==> config.mk <==
export PLATFORM = sky130hd
export DESIGN_NAME = lpw_top
export DESIGN_NICKNAME = d
export VERILOG_FILES = /design/src/hw/lpw_pkg.sv /design/src/hw/lpw_qual.sv /design/src/hw/lpw_top.sv
export SDC_FILE = /design/constraint.sdc
export NUM_CORES = 1
export LEC_CHECK = 0
export BUFFER_PORTS_ARGS = -buffer_cell sky130_fd_sc_hd__buf_2
export CORE_ASPECT_RATIO = 0.9
export CORE_MARGIN = 1.5
export CORE_UTILIZATION = 45
export CTS_CLUSTER_SIZE = 14
export DETAILED_ROUTE_END_ITERATION = 16
export PLACE_DENSITY_LB_ADDON = 0.12
export SETUP_SLACK_MARGIN = 0.2
export SYNTH_ARGS = -nofsm -noshare
export SYNTH_HDL_FRONTEND = slang
export SYNTH_SLANG_ARGS = --single-unit
==> constraint.sdc <==
create_clock -name mclk -period 9.8 [get_ports mclk]
set_input_delay 0.49 -clock mclk [delete_from_list [all_inputs] [get_ports mclk]]
set_output_delay 0.49 -clock mclk [all_outputs]
set_load 0.02 [all_outputs]
==> src/hw/lpw_pkg.sv <==
`default_nettype none
package lpw_pkg;
    // APB byte offsets
    localparam logic [7:0] LPW_CTRL_OFS = 8'h00;
    localparam logic [7:0] LPW_QPRD_OFS = 8'h04;
    localparam logic [7:0] LPW_QSEL_OFS = 8'h08;
    localparam logic [7:0] LPW_WKEN_OFS = 8'h0C;
    localparam logic [7:0] LPW_STAT_OFS = 8'h10;

    // Control register fields
    localparam int LPW_MODE_POS = 0;
    localparam int LPW_SQC_POS = 2;
    localparam int LPW_SQC_W = 6;
    localparam int LPW_DIV_POS = 8;
    localparam int LPW_FSLP_POS = 10;
    localparam int LPW_SQEN_POS = 11;
    localparam int LPW_WIEN_POS = 12;
    localparam logic [31:0] LPW_CTRL_RST = 32'h0000_0000;
    localparam logic [7:0] LPW_QPRD_RST = 8'h00;

    // Qualifier select encodings
    localparam logic [1:0] LPW_QS_SYNC = 2'h0;
    localparam logic [1:0] LPW_QS_3SMP = 2'h1;
    localparam logic [1:0] LPW_QS_6SMP = 2'h2;
    localparam logic [1:0] LPW_QS_ASYNC = 2'h3;
    localparam int LPW_N3 = 3;
    localparam int LPW_N6 = 6;

    // Sequencer cycle counts, system clock
    localparam logic [6:0] LPW_FLUSH_16 = 7'h10;
    localparam logic [6:0] LPW_FLUSH_32 = 7'h20;
    localparam logic [6:0] LPW_FLUSH_64 = 7'h40;
    localparam logic [6:0] LPW_XCLK_LOW = 7'h20;
    localparam logic [10:0] LPW_IDLE_LAT = 11'h014;
    localparam logic [10:0] LPW_IDLE_LAT_FS = 11'h41A;
    localparam logic [10:0] LPW_STBY_LAT = 11'h064;
    localparam logic [10:0] LPW_STBY_LAT_FS = 11'h465;
    // Standby wake, oscillator ticks
    localparam logic [6:0] LPW_SWAKE_RAW = 7'h03;
    localparam logic [6:0] LPW_SWAKE_BASE = 7'h02;

    typedef enum logic [2:0] {
        LPW_RUN = 3'h0,
        LPW_FLUSH = 3'h1,
        LPW_STBY = 3'h3,
        LPW_WAKE = 3'h2,
        LPW_IDLE = 3'h6
    } lpw_state_t;

    typedef struct packed {
        logic wake_irq_en;
        logic stby_qual_en;
        logic flash_sleep;
        logic [1:0] divider_select;
        logic [5:0] standby_qualifier_count;
        logic [1:0] lp_mode;
    } lpw_ctrl_t;
endpackage
`default_nettype wire

==> src/hw/lpw_qual.sv <==
`default_nettype none
module lpw_qual
    import lpw_pkg::*;
(
    input wire logic mclk,
    input wire logic reset,
    input wire logic pin,
    input wire logic sample_tick,
    input wire logic [1:0] qsel,
    output logic qual_out
);
    logic sync1_q;
    logic sync2_q;
    logic [LPW_N6-1:0] smp_q;
    logic held_q;

    always_ff @(posedge mclk or posedge reset) begin
        if (reset) begin
            sync1_q <= 1'b0;
            sync2_q <= 1'b0;
        end else begin
            sync1_q <= pin;
            sync2_q <= sync1_q;
        end
    end

    always_ff @(posedge mclk or posedge reset) begin
        if (reset) begin
            smp_q <= '0;
        end else if (sample_tick) begin
            smp_q <= {smp_q[LPW_N6-2:0], sync2_q};
        end
    end

    // Window holds its value until every sample agrees
    always_ff @(posedge mclk or posedge reset) begin
        if (reset) begin
            held_q <= 1'b0;
        end else if (qsel == LPW_QS_3SMP) begin
            if (&smp_q[LPW_N3-1:0]) begin
                held_q <= 1'b1;
            end else if (~|smp_q[LPW_N3-1:0]) begin
                held_q <= 1'b0;
            end
        end else if (qsel == LPW_QS_6SMP) begin
            if (&smp_q) begin
                held_q <= 1'b1;
            end else if (~|smp_q) begin
                held_q <= 1'b0;
            end
        end else begin
            held_q <= sync2_q;
        end
    end

    always_comb begin
        case (qsel)
            LPW_QS_SYNC: qual_out = sync2_q;
            LPW_QS_ASYNC: qual_out = pin;
            default: qual_out = held_q;
        endcase
    end
endmodule
`default_nettype wire

==> src/hw/lpw_top.sv <==
// Functional notes
// Nonzero period samples every 2*period cycles.
// Zero period samples every system cycle.
// Per pin, three or six samples chosen.
// Three-sample window spans two periods.
// Six-sample window spans five periods.
// Idle wake pulse width met by source.
// Idle exit within 20 or 1050 cycles.
// Idle exits on interrupt, watchdog or reset.
// Source waits five oscillator cycles before waking.
// Standby wake pulse width met by source.
// External clock low 32-45 cycles after entry.
// Standby exit within 100 or 1125 cycles.
// Flush delay 16/32/64 by divider select.
// Standby stops peripherals, keeps PLL, watchdog.
// Wake pins must be glitch free.
// Resume marks next instruction start.
// After standby, service enabled wake interrupt.
// Qualified input changes only when samples agree.
// Select 00 sync only default; 11 bypass.
// Mode field picks idle or standby.
//
// The APB slave port and the placing of the registers are this design's own decisions.
`default_nettype none
module lpw_top
    import lpw_pkg::*;
#(
    parameter int NPINS = 8
) (
    input wire logic mclk,
    input wire logic reset,
    input wire logic psel,
    input wire logic penable,
    input wire logic pwrite,
    input wire logic [7:0] paddr,
    input wire logic [31:0] pwdata,
    output logic [31:0] prdata,
    output logic pready,
    output logic pslverr,
    input wire logic [NPINS-1:0] gpio_in,
    input wire logic osc_clk_in,
    input wire logic lpm_enter,
    input wire logic irq_pending,
    input wire logic watchdog_interrupt,
    input wire logic external_reset_input,
    output logic [NPINS-1:0] qual_in,
    output logic core_clk_en,
    output logic periph_clk_en,
    output logic pll_en,
    output logic watchdog_clk_en,
    output logic ext_clk_hold_low,
    output logic cpu_resume,
    output logic wake_irq
);
    generate
        if (NPINS < 1 || NPINS > 16) begin : g_chk
            $error("NPINS must be 1 to 16");
        end
    endgenerate

    lpw_ctrl_t ctrl_q;
    logic [7:0] qprd_q;
    logic [2*NPINS-1:0] qsel_q;
    logic [NPINS-1:0] wken_q;
    logic [31:0] prdata_q;
    logic pslverr_q;
    logic [8:0] tick_cnt_q;
    logic sample_tick;
    lpw_state_t state_q;
    logic [6:0] ent_cnt_q;
    logic [10:0] lat_cnt_q;
    logic [10:0] lat_lim_q;
    logic xclk_low_q;
    logic resume_q;
    logic wirq_q;
    logic stby_exit_q;
    logic osc1_q;
    logic osc2_q;
    logic osc3_q;
    logic [6:0] swk_cnt_q;
    logic wake_pin;
    logic wake_any;
    logic stby_wake;
    logic osc_rise;
    logic [6:0] flush_lim;
    logic [6:0] swk_lim;
    logic wr_en;
    logic rd_en;
    logic addr_ok;

    // APB slave, zero wait states
    assign wr_en = psel & penable & pwrite;
    assign rd_en = psel & ~penable & ~pwrite;
    assign addr_ok = (paddr == LPW_CTRL_OFS) || (paddr == LPW_QPRD_OFS) ||
        (paddr == LPW_QSEL_OFS) || (paddr == LPW_WKEN_OFS) ||
        (paddr == LPW_STAT_OFS);
    assign pready = 1'b1;
    assign prdata = prdata_q;
    assign pslverr = pslverr_q & psel & penable;

    always_ff @(posedge mclk or posedge reset) begin
        if (reset) begin
            ctrl_q <= lpw_ctrl_t'(LPW_CTRL_RST[12:0]);
            qprd_q <= LPW_QPRD_RST;
            qsel_q <= '0;
            wken_q <= '0;
        end else if (wr_en) begin
            case (paddr)
                LPW_CTRL_OFS: ctrl_q <= lpw_ctrl_t'(pwdata[12:0]);
                LPW_QPRD_OFS: qprd_q <= pwdata[7:0];
                LPW_QSEL_OFS: qsel_q <= pwdata[2*NPINS-1:0];
                LPW_WKEN_OFS: wken_q <= pwdata[NPINS-1:0];
                default: ;
            endcase
        end
    end

    // Read data captured in setup so it stands through access
    always_ff @(posedge mclk or posedge reset) begin
        if (reset) begin
            prdata_q <= '0;
            pslverr_q <= 1'b0;
        end else if (psel & ~penable) begin
            pslverr_q <= ~addr_ok;
            prdata_q <= '0;
            if (rd_en) begin
                case (paddr)
                    LPW_CTRL_OFS: prdata_q <= {19'h0, ctrl_q};
                    LPW_QPRD_OFS: prdata_q <= {24'h0, qprd_q};
                    LPW_QSEL_OFS: prdata_q <= 32'(qsel_q);
                    LPW_WKEN_OFS: prdata_q <= 32'(wken_q);
                    LPW_STAT_OFS: prdata_q <= {13'h0, state_q,
                        16'(qual_in)};
                    default: prdata_q <= '0;
                endcase
            end
        end
    end

    // Sample strobe shared by all qualifiers
    assign sample_tick = (qprd_q == 8'h00) ||
        (tick_cnt_q == {qprd_q, 1'b0} - 9'h001);
    always_ff @(posedge mclk or posedge reset) begin
        if (reset) begin
            tick_cnt_q <= '0;
        end else if (sample_tick) begin
            tick_cnt_q <= '0;
        end else begin
            tick_cnt_q <= tick_cnt_q + 9'h001;
        end
    end

    genvar gi;
    generate
        for (gi = 0; gi < NPINS; gi++) begin : g_q
            lpw_qual u_qual (
                .mclk(mclk),
                .reset(reset),
                .pin(gpio_in[gi]),
                .sample_tick(sample_tick),
                .qsel(qsel_q[2*gi+1:2*gi]),
                .qual_out(qual_in[gi])
            );
        end
    endgenerate

    assign wake_pin = |(qual_in & wken_q);
    assign wake_any = wake_pin | irq_pending | watchdog_interrupt |
        external_reset_input;

    // Oscillator clock sampled as a level; rising edges count ticks
    always_ff @(posedge mclk or posedge reset) begin
        if (reset) begin
            osc1_q <= 1'b0;
            osc2_q <= 1'b0;
            osc3_q <= 1'b0;
        end else begin
            osc1_q <= osc_clk_in;
            osc2_q <= osc1_q;
            osc3_q <= osc2_q;
        end
    end
    assign osc_rise = osc2_q & ~osc3_q;

    // Standby wake qualified in oscillator ticks
    assign swk_lim = ctrl_q.stby_qual_en ?
        LPW_SWAKE_BASE + {1'b0, ctrl_q.standby_qualifier_count} :
        LPW_SWAKE_RAW;
    always_ff @(posedge mclk or posedge reset) begin
        if (reset) begin
            swk_cnt_q <= '0;
        end else if (state_q != LPW_STBY || !wake_any) begin
            swk_cnt_q <= '0;
        end else if (osc_rise && swk_cnt_q != swk_lim) begin
            swk_cnt_q <= swk_cnt_q + 7'h01;
        end
    end
    assign stby_wake = (state_q == LPW_STBY) &&
        (swk_cnt_q == swk_lim);

    always_comb begin
        case (ctrl_q.divider_select)
            2'h2: flush_lim = LPW_FLUSH_32;
            2'h3: flush_lim = LPW_FLUSH_64;
            default: flush_lim = LPW_FLUSH_16;
        endcase
    end

    // Low-power sequencer
    always_ff @(posedge mclk or posedge reset) begin
        if (reset) begin
            state_q <= LPW_RUN;
        end else begin
            case (state_q)
                LPW_RUN: begin
                    if (lpm_enter) begin
                        state_q <= ctrl_q.lp_mode[0] ? LPW_FLUSH :
                            LPW_IDLE;
                    end
                end
                LPW_FLUSH: begin
                    if (ent_cnt_q >= flush_lim - 7'h01) begin
                        state_q <= LPW_STBY;
                    end
                end
                LPW_STBY: begin
                    if (stby_wake) begin
                        state_q <= LPW_WAKE;
                    end
                end
                LPW_IDLE: begin
                    if (wake_any) begin
                        state_q <= LPW_WAKE;
                    end
                end
                LPW_WAKE: begin
                    if (lat_cnt_q >= lat_lim_q - 11'h001) begin
                        state_q <= LPW_RUN;
                    end
                end
                default: state_q <= LPW_RUN;
            endcase
        end
    end

    // Cycles since entry, drives flush and clock-out hold
    always_ff @(posedge mclk or posedge reset) begin
        if (reset) begin
            ent_cnt_q <= '0;
        end else if (state_q == LPW_RUN || state_q == LPW_WAKE ||
                     state_q == LPW_IDLE) begin
            ent_cnt_q <= '0;
        end else if (ent_cnt_q != 7'h7F) begin
            ent_cnt_q <= ent_cnt_q + 7'h01;
        end
    end

    // Fixed at cycle 32; inside the 32..45 window for every divider
    always_ff @(posedge mclk or posedge reset) begin
        if (reset) begin
            xclk_low_q <= 1'b0;
        end else begin
            xclk_low_q <= (state_q == LPW_FLUSH || state_q == LPW_STBY) &&
                ent_cnt_q >= LPW_XCLK_LOW - 7'h02;
        end
    end

    // Latency limit chosen at wake; flash sleep costs the long path
    always_ff @(posedge mclk or posedge reset) begin
        if (reset) begin
            lat_lim_q <= LPW_IDLE_LAT;
            stby_exit_q <= 1'b0;
        end else if (state_q == LPW_IDLE && wake_any) begin
            lat_lim_q <= ctrl_q.flash_sleep ? LPW_IDLE_LAT_FS :
                LPW_IDLE_LAT;
            stby_exit_q <= 1'b0;
        end else if (stby_wake) begin
            lat_lim_q <= ctrl_q.flash_sleep ? LPW_STBY_LAT_FS :
                LPW_STBY_LAT;
            stby_exit_q <= 1'b1;
        end
    end

    always_ff @(posedge mclk or posedge reset) begin
        if (reset) begin
            lat_cnt_q <= '0;
        end else if (state_q == LPW_WAKE) begin
            lat_cnt_q <= lat_cnt_q + 11'h001;
        end else begin
            lat_cnt_q <= '0;
        end
    end

    // Resume pulse marks start of the next instruction
    always_ff @(posedge mclk or posedge reset) begin
        if (reset) begin
            resume_q <= 1'b0;
            wirq_q <= 1'b0;
        end else begin
            resume_q <= state_q == LPW_WAKE &&
                lat_cnt_q >= lat_lim_q - 11'h001;
            wirq_q <= state_q == LPW_WAKE &&
                lat_cnt_q >= lat_lim_q - 11'h001 &&
                stby_exit_q && ctrl_q.wake_irq_en;
        end
    end

    assign cpu_resume = resume_q;
    assign wake_irq = wirq_q;
    assign ext_clk_hold_low = xclk_low_q;
    assign core_clk_en = state_q == LPW_RUN || state_q == LPW_FLUSH;
    assign periph_clk_en = state_q != LPW_STBY;
    assign pll_en = 1'b1;
    assign watchdog_clk_en = 1'b1;
endmodule
`default_nettype wire

==> results.txt <==
- Routed wirelength normalized by instance count: 16.5 um
- Worst setup EP type: flip-flop
- In this run, post-CTS hold repair placed 0 buffers.
- Yosys mapped a number of flops with a built-in enable equal to 0.
* Filler cell count: between 1.5k and 2k
* Top_reg_cell synth: sky130_fd_sc_hd__dfrtp_1
- In this run the static leakage power is 5.00 nW.
- Row Count: 50
* H-Tree Level Count: 4
- Worst endpoint data arrival time: 3470 ps
- Clock skew on the completed layout was measured at 11.0 ps.
- The worst hold path belongs to the class in2reg.
* Count of nets left with antenna violations after detail routing: 0
- For the pin with the worst max-slew slack, the measured transition is 1070 ps.
- Yosys mapped the design onto 61 distinct sky130hd cell types.
- For this run, the share of the core covered by cells in the final layout is 51.6%.
- Y dimension of the die: 143 um
* First-pass GRT wire length: 34.5 mm
- Synthesized instance count: around 900
- The critical path goes through inv_1 > ha_1 > nand2_1 > o21ai_0 > a2111oi_0 > and3_1 > nor3_1 > o31a_1.
* CTS tree: built
* Fin Setup TNS: 0 ps
- Die area: roughly 23000 um2
- Async SR Flop Fraction: 100%
* Max Cap Viol: 0
- Input and output buffers added on the ports amount to 74.
- Post-layout minimum cycle time: 3110 ps
* Fin. Hold Viols: 0
* DRC violation count after routing: 0
- The final max-slew violation count came to 0.
- The die is 158 um wide.
* Run status: complete, no violations
- # resized after CTS: 0
* Post-detailed-routing wire length: 20.9 mm
* Slowest stage delay, CP: 1010 ps
* Number of antenna cells inserted: 0
- Number of global-route vias before repair: 6490
* Achievable frequency: 322 MHz
- The slowest stage of the critical path is the sky130_fd_sc_hd__a2111oi_0 cell.
* Post-Synthesis Cell Area: 9750 um2
* Detailed-router iteration count before antenna repair: 8
- Minimum setup slack among reg-to-reg paths: 6690 ps
* Synthesized flop and latch total: approximately 190
* Final clock period utilization by the worst path: 31.7%
- After detailed routing, the number of vias per cell comes to 5.32.
- Power density normalized to cell area: between 150 and 200 nW/um2
* Fraction of final layout cells sized beyond drive strength 1: 20.7%
- Unrepaired setup endpoints after global routing: no
* Proportion of synthesized chip area in sequential cells: 47.7%
- Category of the most critical setup path: reg2reg
- In this run the worst path has a maximum fanout of 8.
* Clock Tree Root: sky130_fd_sc_hd__clkbuf_16
- Relative max-transition margin: 26.7%
* Maximum count of clock buffers along a single path: 2
* Aggregate global routing overflow: 0
* Overall via count from detail_route: 6730
* Mean instance size in the synthesized netlist: 10.8 um2
* Largest vdd supply drop: 99.6 uV
* Number of antenna violations at the first check in global routing: 0
* Top-Level Pins: roughly 110
- Placer's final routability congestion estimate: 0.819
* Combined global-route utilization of all metal layers: 19.6%
- CTS clock-pin slew for the worst setup and hold paths: 70 ps
- For this design, the sink count on the clock tree is 186.
* Pin count of the biggest net entering global routing: 127
- The core region is 21000 um2.
- Clock latency on the worst-skew pair, taken at its later pin, is 430 ps.
- In this run, the number of DRC markers left after iteration 0 of detailed routing was 417.
- Total of warnings raised by yosys: 0
- Detailed-placement wirelength estimate: 14.7 mm
- For this configuration, the core starts out at a cell density of roughly 46%.
- STA puts the critical path data required time at 10160 ps.
- Counting the buffers created by CTS gives 17.
* Number of nets in the layout: 1079
* Nature of the critical path startpoint: flip-flop
- Post-CTS repair timing setup buffer count: 0
- Compared with the post-synthesis result, the final layout area differs by 11.3%.
- Setup violations remaining at the end of the flow were counted as 0.
==> layout make-up <==
cell class	count	area, um2	area share (%)
sequential	186	4660	42.9
multi-input combinational	636	4650	42.8
clock buffer	22	464	4.28
timing repair buffer	83	438	4.03
tap	286	358	3.30
inverter	43	169	1.56
clock inverter	10	119	1.09
==> synth_stat cells (3+ instances only) <==
| cell | count | area share [%] |
|---|---|---|
| sky130_fd_sc_hd__clkbuf_1 | 16 | 0.62 |
| sky130_fd_sc_hd__nor2b_1 | 12 | 0.77 |
| sky130_fd_sc_hd__mux2_1 | 3 | 0.35 |
| sky130_fd_sc_hd__o221ai_1 | 4 | 0.36 |
| sky130_fd_sc_hd__buf_4 | 26 | 2.0 |
| sky130_fd_sc_hd__nand3_1 | 42 | 2.2 |
| sky130_fd_sc_hd__ha_1 | 54 | 6.9 |
| sky130_fd_sc_hd__dfrtp_1 | 184 | 47 |
| sky130_fd_sc_hd__xnor2_1 | 16 | 1.4 |
| sky130_fd_sc_hd__inv_1 | 43 | 1.7 |
| sky130_fd_sc_hd__a22oi_1 | 16 | 1.2 |
| sky130_fd_sc_hd__nor2_1 | 61 | 2.3 |
| sky130_fd_sc_hd__a22o_1 | 3 | 0.27 |
| sky130_fd_sc_hd__nand2_1 | 64 | 2.5 |
| sky130_fd_sc_hd__a211oi_1 | 7 | 0.54 |
| sky130_fd_sc_hd__nand4_1 | 9 | 0.58 |
| sky130_fd_sc_hd__mux2_2 | 65 | 7.5 |
| sky130_fd_sc_hd__and4_1 | 3 | 0.27 |
| sky130_fd_sc_hd__o21ai_0 | 67 | 3.4 |
| sky130_fd_sc_hd__a31oi_1 | 3 | 0.19 |
| sky130_fd_sc_hd__nor4_1 | 5 | 0.32 |
| sky130_fd_sc_hd__and2_1 | 4 | 0.26 |
| sky130_fd_sc_hd__a21oi_1 | 23 | 1.2 |
| sky130_fd_sc_hd__a222oi_1 | 8 | 0.82 |
| sky130_fd_sc_hd__a221oi_1 | 3 | 0.27 |
| sky130_fd_sc_hd__xor2_1 | 24 | 2.2 |
| sky130_fd_sc_hd__mux2_4 | 18 | 2.8 |
| sky130_fd_sc_hd__and3_1 | 15 | 0.96 |
| sky130_fd_sc_hd__nor3_1 | 18 | 0.92 |
| sky130_fd_sc_hd__a41oi_1 | 6 | 0.54 |
| sky130_fd_sc_hd__buf_2 | 4 | 0.21 |
| sky130_fd_sc_hd__or3_1 | 15 | 0.96 |
| sky130_fd_sc_hd__mux2i_1 | 17 | 1.7 |
| sky130_fd_sc_hd__nand2b_1 | 6 | 0.38 |
| sky130_fd_sc_hd__or4_1 | 3 | 0.23 |
==> metrics by stage <==
stage	setup slack, ps	cell area (um2)	total power [W]	hold WS, ps	cells
after floorplan	4260	9810	0.00116	331	917
after global placement	6720	10300	0.00122	333	1234
after detailed placement	6680	10300	0.00122	339	1234
after CTS	6670	10900	0.00191	155	1266
after global routing	6450	10900	0.00199	155	1266
final	6690	10900	0.00189	170	1266
==> power by group <==
part	internal [W]	switching, W	leakage [nW]
sequential	0.000848	0.0000856	2.36
clock	0.000390	0.000296	0.276
combinational	0.000134	0.000141	2.36
==> layout by cell type, fill, tap and decap left out, types with 9 or more instances in the layout <==
master / count
sky130_fd_sc_hd__clkbuf_16: 17
sky130_fd_sc_hd__buf_4: 9
sky130_fd_sc_hd__nand3_1: 42
sky130_fd_sc_hd__a21oi_1: 23
sky130_fd_sc_hd__o21ai_0: 67
sky130_fd_sc_hd__ha_1: 54
sky130_fd_sc_hd__mux2_4: 18
sky130_fd_sc_hd__nor2_1: 61
sky130_fd_sc_hd__nor3_1: 18
sky130_fd_sc_hd__a22oi_1: 16
sky130_fd_sc_hd__xnor2_1: 16
sky130_fd_sc_hd__buf_2: 74
sky130_fd_sc_hd__nor2b_1: 12
sky130_fd_sc_hd__and3_1: 15
sky130_fd_sc_hd__xor2_1: 24
sky130_fd_sc_hd__mux2i_1: 17
sky130_fd_sc_hd__nand4_1: 9
sky130_fd_sc_hd__conb_1: 17
sky130_fd_sc_hd__inv_1: 42
sky130_fd_sc_hd__nand2_1: 64
sky130_fd_sc_hd__dfrtp_1: 184
sky130_fd_sc_hd__mux2_2: 65
sky130_fd_sc_hd__or3_1: 15
==> sequential cells by signal, indices dropped and copies added, names as in the netlist, 6 cells and up <==
signal              flops
g_q.u_qual.sync1_q      8
lat_lim_q               6
lat_cnt_q              11
prdata                 19
qprd_q                  8
qsel_q                 16
g_q.u_qual.held_q       8
swk_cnt_q               7
g_q.u_qual.smp_q       48
g_q.u_qual.sync2_q      8
ctrl_q                 13
tick_cnt_q              9
wken_q                  8
ent_cnt_q               7
==> path summary, 6_finish.rpt <==
kind / depth (start not counted) / endpoint / from
min reg2reg: 0 / g_q[6].u_qual.sync2_q / g_q[6].u_qual.sync1_q
min in group asynchronous: 2 / g_q[2].u_qual.smp_q[1] / reset
min: 1 / osc1_q / osc_clk_in
max in group asynchronous: 3 / qsel_q[12] / reset
max: 8 / lat_lim_q[2] / qsel_q[2]
max reg2reg: 8 / lat_lim_q[2] / qsel_q[2]
==> critical path, delay by kind of cell (launching register included) <==
family                     cells  cell delay (ps)
AOI/OAI and AO/OA              3             1500
buffers and inverters          1               90
adders and majority gates      1              310
and+or+nand+nor                3              720
DFF                            1              420
==> cell families after synthesis <==
| family | Yosys count | share of synthesized area, % |
|---|---|---|
| AO/OA/AOI/OAI | 158 | 10.6 |
| XOR/XNOR | 40 | 3.59 |
| adder cells (fa/ha/maj) | 54 | 6.93 |
| buffers and inverters | 95 | 5.21 |
| flip-flops | 186 | 47.7 |
| multiplexers | 104 | 12.6 |
| other | 2 | 0.0770 |
| AND/OR/NAND/NOR | 263 | 13.3 |
==> layer usage <==
| metal | routed length [um] | global-route usage, % |
|---|---|---|
| met1 | 10800 | 29.6 |
| met2 | 9150 | 29.2 |
| met3 | 804 | 3.73 |
| met4 | 153 | 4.13 |
| met5 | 0 | 0 |
No activity file was read; power rests on OpenSTA's default activity.
